### src/hdl/dac_write_consts.vh
// Constants for the parallel DAC write controller
`ifndef DAC_WRITE_CONSTS_VH
`define DAC_WRITE_CONSTS_VH
`define DAC_DATA_W 12
`define DAC_MSB_IDX 11
`define DAC_CODE_ZERO 12'h000
`define DAC_CODE_FULL 12'hFFF
`define DAC_CODE_MID 12'h800
`define DAC_CLK_NS 50
`define DAC_CS_MIN_NS 40
`define DAC_SETUP_NS 50
`define DAC_WAIT_CYCLES 1
`define DAC_ST_IDLE 2'h0
`define DAC_ST_SETUP 2'h1
`define DAC_ST_STROBE 2'h2
`define DAC_ST_RELEASE 2'h3
`endif

### src/hdl/dac_code_format.v
// Code conversion from user sample to converter input coding
`timescale 1ns/100ps
module dac_code_format #(
  parameter WIDTH = 12
) (
  input wire [WIDTH-1:0] sample,
  input wire twosComplement,
  output wire [WIDTH-1:0] code
);
  // Twos complement maps to offset binary by flipping only the MSB
  assign code = {sample[WIDTH-1] ^ twosComplement, sample[WIDTH-2:0]};
endmodule // dac_code_format

### src/hdl/dac_write_host.v
// Host-side controller driving the parallel write port of a 12-bit DAC
`timescale 1ns/100ps
`include "dac_write_consts.vh"
module dac_write_host #(
  parameter WIDTH = `DAC_DATA_W,
  parameter NPORTS = 8,
  parameter PORT_W = 3,
  parameter WAIT_STATES = `DAC_WAIT_CYCLES
) (
  input wire clk,
  input wire rst_n,
  input wire writeReq,
  input wire [WIDTH-1:0] writeSample,
  input wire [PORT_W-1:0] writePort,
  input wire twosComplement,
  output reg writeReady,
  output reg writeDone,
  output reg [WIDTH-1:0] dataInputs,
  output reg [NPORTS-1:0] chipSelect_n,
  output reg transferAcknowledge_n,
  output reg [WIDTH-1:0] lastCode
);
  // ----------------------------------------
  // Timing
  // ----------------------------------------
  // Least times round up to whole clocks
  localparam integer SETUP_CYC = (`DAC_SETUP_NS + `DAC_CLK_NS - 1) / `DAC_CLK_NS;
  localparam integer CS_CYC_RAW = (`DAC_CS_MIN_NS + `DAC_CLK_NS - 1) / `DAC_CLK_NS;
  localparam integer CS_CYC = CS_CYC_RAW + WAIT_STATES;
  localparam integer SETUP_LAST_I = SETUP_CYC - 1;
  localparam integer CS_LAST_I = CS_CYC - 1;
  // Counters are four bits, so setup and select stretch top out at sixteen clocks
  // Whole-clock rounding costs up to one clock on each of setup and select per write but needs no faster clock
  localparam [3:0] SETUP_LAST = SETUP_LAST_I[3:0];
  localparam [3:0] CS_LAST = CS_LAST_I[3:0];

  wire [WIDTH-1:0] fmtCode;
  reg [1:0] state_q;
  reg [1:0] state_d;
  reg [3:0] cnt_q;
  reg [3:0] cnt_d;
  reg [WIDTH-1:0] code_q;
  reg [PORT_W-1:0] port_q;
  wire [NPORTS-1:0] portDecode;

  dac_code_format #(.WIDTH(WIDTH)) u_fmt (
    .sample(writeSample),
    .twosComplement(twosComplement),
    .code(fmtCode)
  );

  // ----------------------------------------
  // Port decode, one strobe per device
  // ----------------------------------------
  genvar gi;
  generate
    for (gi = 0; gi < NPORTS; gi = gi + 1) begin : g_dec
      assign portDecode[gi] = (port_q == gi);
    end
  endgenerate

  // ----------------------------------------
  // State codes
  // ----------------------------------------
  localparam [1:0] ST_IDLE = `DAC_ST_IDLE;
  localparam [1:0] ST_SETUP = `DAC_ST_SETUP;
  localparam [1:0] ST_STROBE = `DAC_ST_STROBE;
  localparam [1:0] ST_RELEASE = `DAC_ST_RELEASE;

  // Requests are taken only from idle; busy-time requests are dropped unseen
  wire take = (state_q == ST_IDLE) && writeReq;

  // ----------------------------------------
  // Sequencer
  // ----------------------------------------
  always @* begin
    state_d = state_q;
    cnt_d = cnt_q;
    case (state_q)
      ST_IDLE: begin
        cnt_d = 4'h0;
        if (writeReq) begin
          state_d = ST_SETUP;
        end
      end
      ST_SETUP: begin
        // Data already on the bus here, so it leads the falling select
        if (cnt_q >= SETUP_LAST) begin
          state_d = ST_STROBE;
          cnt_d = 4'h0;
        end else begin
          cnt_d = cnt_q + 4'h1;
        end
      end
      ST_STROBE: begin
        // Select stretched by the wait states before release
        if (cnt_q >= CS_LAST) begin
          state_d = ST_RELEASE;
          cnt_d = 4'h0;
        end else begin
          cnt_d = cnt_q + 4'h1;
        end
      end
      ST_RELEASE: begin
        // Select already high; one spare clock keeps data steady past the edge
        state_d = ST_IDLE;
      end
      default: begin
        state_d = ST_IDLE;
        cnt_d = 4'h0;
      end
    endcase
  end

  // ----------------------------------------
  // State registers
  // ----------------------------------------
  always @(posedge clk) begin
    // Counter and state advance together; nothing else reads the counter
    if (!rst_n) begin
      state_q <= ST_IDLE;
      cnt_q <= 4'h0;
    end else begin
      state_q <= state_d;
      cnt_q <= cnt_d;
    end
  end

  // ----------------------------------------
  // Request capture
  // ----------------------------------------
  always @(posedge clk) begin
    if (!rst_n) begin
      code_q <= `DAC_CODE_ZERO;
      port_q <= {PORT_W{1'b0}};
    end else if (take) begin
      // Kept for the delivered-code report after the select has risen
      code_q <= fmtCode;
      port_q <= writePort;
    end
  end

  // ----------------------------------------
  // User handshake
  // ----------------------------------------
  always @(posedge clk) begin
    if (!rst_n) begin
      writeReady <= 1'b0;
      writeDone <= 1'b0;
    end else begin
      // Ready follows the next state, so it is high while idle, except in reset and until the first clock edge after reset
      writeReady <= (state_d == ST_IDLE);
      // One-clock pulse as the sequencer leaves release
      writeDone <= (state_q == ST_RELEASE);
    end
  end

  // ----------------------------------------
  // Data bus
  // ----------------------------------------
  always @(posedge clk) begin
    if (!rst_n) begin
      dataInputs <= `DAC_CODE_ZERO;
    end else if (take) begin
      // Driven at the take, a clock ahead of the select, held to the next write
      dataInputs <= fmtCode;
    end
  end

  // ----------------------------------------
  // Chip select
  // ----------------------------------------
  always @(posedge clk) begin
    if (!rst_n) begin
      chipSelect_n <= {NPORTS{1'b1}};
    end else if (state_d == ST_STROBE) begin
      // Only the decoded port pulls its select low
      chipSelect_n <= ~portDecode;
    end else begin
      chipSelect_n <= {NPORTS{1'b1}};
    end
  end

  // ----------------------------------------
  // Acknowledge
  // ----------------------------------------
  always @(posedge clk) begin
    if (!rst_n) begin
      transferAcknowledge_n <= 1'b1;
    end else begin
      // Low for one clock from the same edge that puts the select back high, ending the host cycle
      transferAcknowledge_n <= ~(state_d == ST_RELEASE);
    end
  end

  // ----------------------------------------
  // Delivered code
  // ----------------------------------------
  always @(posedge clk) begin
    if (!rst_n) begin
      lastCode <= `DAC_CODE_ZERO;
    end else if (state_q == ST_RELEASE) begin
      // Rising select edge has latched the word in the device by now
      lastCode <= code_q;
    end
  end
endmodule // dac_write_host

### config.mk
export PLATFORM = sky130hd
export DESIGN_NAME = dac_write_host
export DESIGN_NICKNAME = d
export VERILOG_FILES = /design/src/hdl/dac_code_format.v /design/src/hdl/dac_write_host.v
export VERILOG_INCLUDE_DIRS = /design/src /design/src/hdl
export SDC_FILE = /design/constraint.sdc
export NUM_CORES = 1
export LEC_CHECK = 0
export ABC_CLOCK_PERIOD_IN_PS = 2300
export BUFFER_PORTS_ARGS = -buffer_cell sky130_fd_sc_hd__buf_2
export CAP_MARGIN = 20
export CORE_MARGIN = 10
export CORE_UTILIZATION = 52
export DETAILED_ROUTE_END_ITERATION = 12
export PLACE_DENSITY = 0.82
export SYNTH_ARGS = -nofsm -noshare
export SYNTH_HDL_FRONTEND = slang
export SYNTH_SLANG_ARGS = --single-unit
### constraint.sdc
create_clock -name clk -period 2.3 [get_ports clk]
set_input_delay 0.115 -clock clk [delete_from_list [all_inputs] [get_ports clk]]
set_output_delay 0.115 -clock clk [all_outputs]
set_load 0.02 [all_outputs]
After elaboration in Yosys (flattened, before gate mapping). Index checks and enable logic that the tools add are counted.

Output and inout port bits: 35. Flip-flop bits (word level): 44. Word-level logic and storage cells: 40. Input port bits: 19.

Eq/ne operators: 12. Reductions and logical operators: 6. Bitwise logic cells: 3. Order comparisons: 2. Muxes and demuxes: 7. $add $sub $neg: 1.

Operators by type and width (number): equality test 3 bit (second input constant) (4); case mux 4 bit (3 select lines) (1); equality test 2 bit (second input constant) (4); >= comparator 4 x 1 -> 1 bit (second input constant) (2); 2-to-1 mux 4 bit (2); NOT 8 bit (1); case mux 2 bit (4 select lines) (1); equality test 3 x 2 -> 1 bit (second input constant) (2); 2-to-1 mux 2 bit (3); adder 4 x 1 -> 4 bit (second input constant) (1); logical NOT 2 bit (2); equality test 3 x 1 -> 1 bit (second input constant) (1); logical NOT 3 bit (1); nonzero test 3 bit (1); equality test 2 x 1 -> 1 bit (second input constant) (1); AND reduction 2 bit (1); logical AND 1 bit (1); NOT 1 bit (1); XOR 1 bit (1).

Logic depth before layout (Yosys ltp).
Word-level depth: 5. Mapped depth: 7. Gate-level depth less buffers: 6.

Modules after synthesis. A second synthesis with hierarchy kept.

Cells, all modules: 182. Area total of the unflattened synthesis: 1712.9 sq um.

Modules (own cells, without submodules): dac_write_host (sequential area each 880.8 sq um, area an instance 1621.6 sq um, instances 1, cells each 170); dac_code_format (sequential area each 0.0 sq um, area an instance 91.3 sq um, instances 1, cells each 12).

Least setup slack after synthesis. No wires, ideal clock.

Path kind: register to register. Start point: register cnt_q[0]. End point: register writeReady. Slack: 832 ps. Cell stages (with the launch flop): 7. Buffers on the path: 1. Arrival time: 1352 ps. Period minus slack after synthesis: 1468 ps. Library setup time: 117 ps. Data required time: 2183 ps. Path through: dfxtp_1 inv_1 ha_1 nor4b_4 a221o_2 buf_6 nor3b_2.

Cells in the longest elaborated chain, start to end: 4. Elaborated cells on any way between the ends: 6. Classes of those cells: 2 x order compare; 3 x mux; 1 x reduce/logical.

Ends and longest elaborated chain: start: declaration (RTL line dac_write_host.v:40) `reg [3:0] cnt_q;`; start signal: assignment (RTL line dac_write_host.v:125) `cnt_q <= cnt_d;`; >= comparator 4 x 1 -> 1 bit (on tied branches) (RTL line dac_write_host.v:97, dac_write_host.v:88); 2-to-1 mux 2 bit (on tied branches) (RTL line dac_write_host.v:97, dac_write_host.v:88); case mux 2 bit (4 select lines) (*) (RTL line dac_write_host.v:79) `case (state_q)`; logical NOT 2 bit (*) (RTL line dac_write_host.v:152) `writeReady <= (state_d == ST_IDLE);`; end signal: assignment (RTL line dac_write_host.v:152); end: declaration (RTL line dac_write_host.v:16) `output reg writeReady,`.

Every way passes the cells marked *; elsewhere a longest branch is shown, timed or not. A chain may end at the register's enable or synchronous reset.

Final worst setup path. Ends and elaborated chain as after synthesis.

==> summary.txt <==
Logic synthesis
  • Average size of a mapped cell: about 9.6 sq um
  • Synthesized instance count: between 150 and 200
  • Cell taking the most area after synthesis: dfxtp_1
  • Share of the yosys chip area belonging to registers: 0.541
  • Synth Net Count: just under 200
  • Portion of synthesized cell area occupied by the leading cell type: 0.541
  • FF+latch count, synth: 44
  • Area of the mapped netlist: ~1600 sq um
  • Most used DFF post-synth: dfxtp_1
  • Number of distinct library cells after synthesis: 26
  • Yosys warns: 0
  • Synth top area cells: dfxtp_1, mux2i_1, nand2_1
  • Async set or reset register ratio after synthesis: 0
  • EDFF count, synth: 0

Routing
  • Count of antenna-violating nets left after detailed routing: 0
  • Drt total wl: about 3600 microns
  • First DRT Iteration DRCs: 96
  • Average wire length per cell after detail routing: 13.0 microns
  • Number of optimization iterations in the first detailed-route pass: 4
  • Total number of vias: 1347
  • Post-DR vias/cell: 4.79
  • DRC viols: 0

Global route
  • Combined global-route utilization of all metal layers: 0.127
  • Largest net degree at the start of global routing: 19
  • Vias in the first global route: between 1000 and 1500
  • Final global-route overflow total: 0
  • First-pass GRT wire length: between 6000 and 7000 microns
  • Number of antenna violations at the first check in global routing: 0

Floorplanning
  • Die ar.: between 5000 and 6000 sq um
  • Standard-cell rows: 20
  • Die width: about 76 microns
  • Die boundary height: between 70 and 80 microns
  • Core Region: 3030 sq um
  • Total I/O pin count: 54
  • Initial Util: 0.538

STA
  • Headroom to the max-slew limit: 0.629
  • Post-layout min period: 1.55 ns
  • Maximum clock frequency: approximately 650 MHz
  • Clock Skews: 0.0134 ns
  • Setup-violating endpoint count in the final report: 0
  • Crit share post-route: 0.672
  • Worst Tran Pin Value: 0.557 ns
  • Setup repair after global routing missed its margin: false
  • Max Slew Vio Count: 0
  • Worst hold slack: approximately 0.026 ns
  • Count of final hold-check violations: 0
  • Final critical-path setup slack: 0.754 ns
  • Setup TNS: 0 ns

Critical path
  • Total buffers and inverters traversed by the critical path: 1
  • Worst R2R End: writeReady$_SDFF_PN0_
  • CP Cell Sequence: inv_1 > ha_1 > nor4b_4 > a221o_2 > nor3b_2
  • Required arrival time at the worst endpoint: 2.53 ns
  • Endpoint kind of the worst setup timing path: register
  • Cell class contributing the biggest share of worst-path delay: compound AO/OA/AOI/OAI gates
  • Max Fanout on Critical Path: 11
  • Data arrival time at the worst-slack endpoint: approximately 1.8 ns
  • Critical path's largest stage delay: roughly 0.44 ns
  • Flop2flop setup slack: roughly 0.75 ns
  • R2R Path Start: cnt_q[0]$_SDFFE_PN0P_
  • Crit-path slowest cell: a221o_2
  • Worst Setup Path Type: register to register
  • Kind of start point of the critical path: register
  • Number of cell instances on the worst register-to-register path: 5

CTS
  • Number of instances resized during post-cts repair: 0
  • Post-CTS clock slew at the launch and capture registers of the worst setup and hold paths: around 0.11 ns
  • Skew-Pair Late Insertion Delay: 0.35 ns
  • Max Root-Sink Buffers: 2
  • TritonCTS buffer count: 5
  • Setup Buffers After CTS: 0
  • Number of clock sinks: 44
  • Buffer type at the clock tree root: clkbuf_4
  • TritonCTS clock tree: yes
  • Depth of the CTS H-tree: 2

Hold path
  • Min-Delay Endpoint: writeDone$_SDFF_PN0_
  • Tightest Hold Check Type: input pin to register
  • Cells on Worst Hold Path: 2
  • Hold path startpoint: rst_n

Cells and area
  • Total Nets Final: between 200 and 300
  • Area growth from synthesis to final layout: 31.8%
  • Antenna Cells: 0
  • Most used cells in the layout excluding fill and tap cells: buf_2, dfxtp_1, nand2_1
  • Fraction of final layout cells sized beyond drive strength 1: 0.278
  • Post-route cell area: roughly 2100 sq um
  • Most common library cell in the layout ignoring fill and taps: buf_2
  • Fin cells: 281
  • Total of fill cells in the finished design: approximately 240
  • Final core utilization: 0.709

Power and ir drop
  • Worst IR Drop VDD: 0.000554 V
  • Pleak: slightly below 1 nW
  • Power Dens Cells: 983 nW/um^2
  • Tot Pwr: approximately 2.1 mW

Placement
  • Count of input and output buffers: 53
  • Placement-stage cell area: ~1900 sq um
  • Placed Instances: 259
  • HPWL after DPL: 2600 microns
  • Worst slack at placement: 0.760 ns
  • Routability congestion estimate: between 0.7 and 0.8

Job
  • Number of maximum-capacitance constraint violations: 0

Outcome
  • Status: completed
## where the power goes
part	internal [mW]	leakage [nW]	switching [mW]
Combinational	0.257	0.559	0.416
Clock	0.260	0.0484	0.240
Sequential	0.862	0.358	0.0761
## synth_stat cells, drive strengths merged (2+ instances only)
cell type	count
nor2b	2
and2	2
dfxtp	44
inv	6
nand4b	3
clkbuf	4
nand2	32
nand4	2
and3	2
ha	8
a32oi	2
mux2i	12
buf	6
nand3	2
nor2	20
a21oi	15
## worst reg2reg max path, stage by stage, from the launching register on
cell and delay (ns):
dfxtp_1 0.40, inv_1 0.08, ha_1 0.19, nor4b_4 0.14, a221o_2 0.44, nor3b_2 0.18
## per-layer routing
metal / track usage / vias to the layer above / share of wire
met5: 0 / - / 0
met4: 0.0473 / 0 / 0.012
met3: 0.0767 / 6 / 0.10
li1: - / 690 / -
met2: 0.196 / 45 / 0.48
met1: 0.140 / 606 / 0.41
## state kept, by name (all words and copies together), names as in the netlist
register,flops
chipSelect_n,8
lastCode,12
dataInputs,12
writeReady,1
writeDone,1
cnt_q,4
state_q,2
port_q,3
transferAcknowledge_n,1
## logic make-up (layout without fill, tap and decap cells)
group           count (synthesis)  count (layout)  synth area share
buf+inv                        16              83            0.0430
mux                            12              12            0.0737
xor+xnor                        1               1           0.00538
flops                          44              44             0.541
fa+ha+maj                       8               8            0.0614
simple gates                   70              70             0.207
compound gates                 19              19            0.0684
## layout make-up
type                            instances  area [sq um]  share of cell area
Multi-Input combinational cell        110           678               0.316
Inverter                                6          22.5              0.0105
Sequential cell                        44           881               0.410
Clock buffer                            6          51.3              0.0239
Tap cell                               44          55.1              0.0256
Timing Repair Buffer                   69           420               0.196
Clock inverter                          2          38.8              0.0181
## repair_timing
| action | in CTS | in global routing |
|---|---|---|
| endpoints found under the setup margin | 0 | 0 |
| hold endpoints to repair | 14 | 0 |
| hold buffers | 14 | 0 |
## worst max path at each step
stage	from	end	slack [ns]	cells past startpoint
2_1_floorplan	cnt_q[0]$_SDFFE_PN0P_	writeReady$_SDFF_PN0_	0.83	6
3_3_place_gp	cnt_q[0]$_SDFFE_PN0P_	writeReady$_SDFF_PN0_	0.82	5
3_5_place_dp	cnt_q[0]$_SDFFE_PN0P_	writeReady$_SDFF_PN0_	0.76	5
4_1_cts	cnt_q[0]$_SDFFE_PN0P_	writeReady$_SDFF_PN0_	0.74	5
5_1_grt	state_q[0]$_SDFF_PN0_	dataInputs[11]$_SDFFE_PN0P_	0.64	5
6_report	cnt_q[0]$_SDFFE_PN0P_	writeReady$_SDFF_PN0_	0.75	5
No activity file was read; power rests on OpenSTA's default activity.
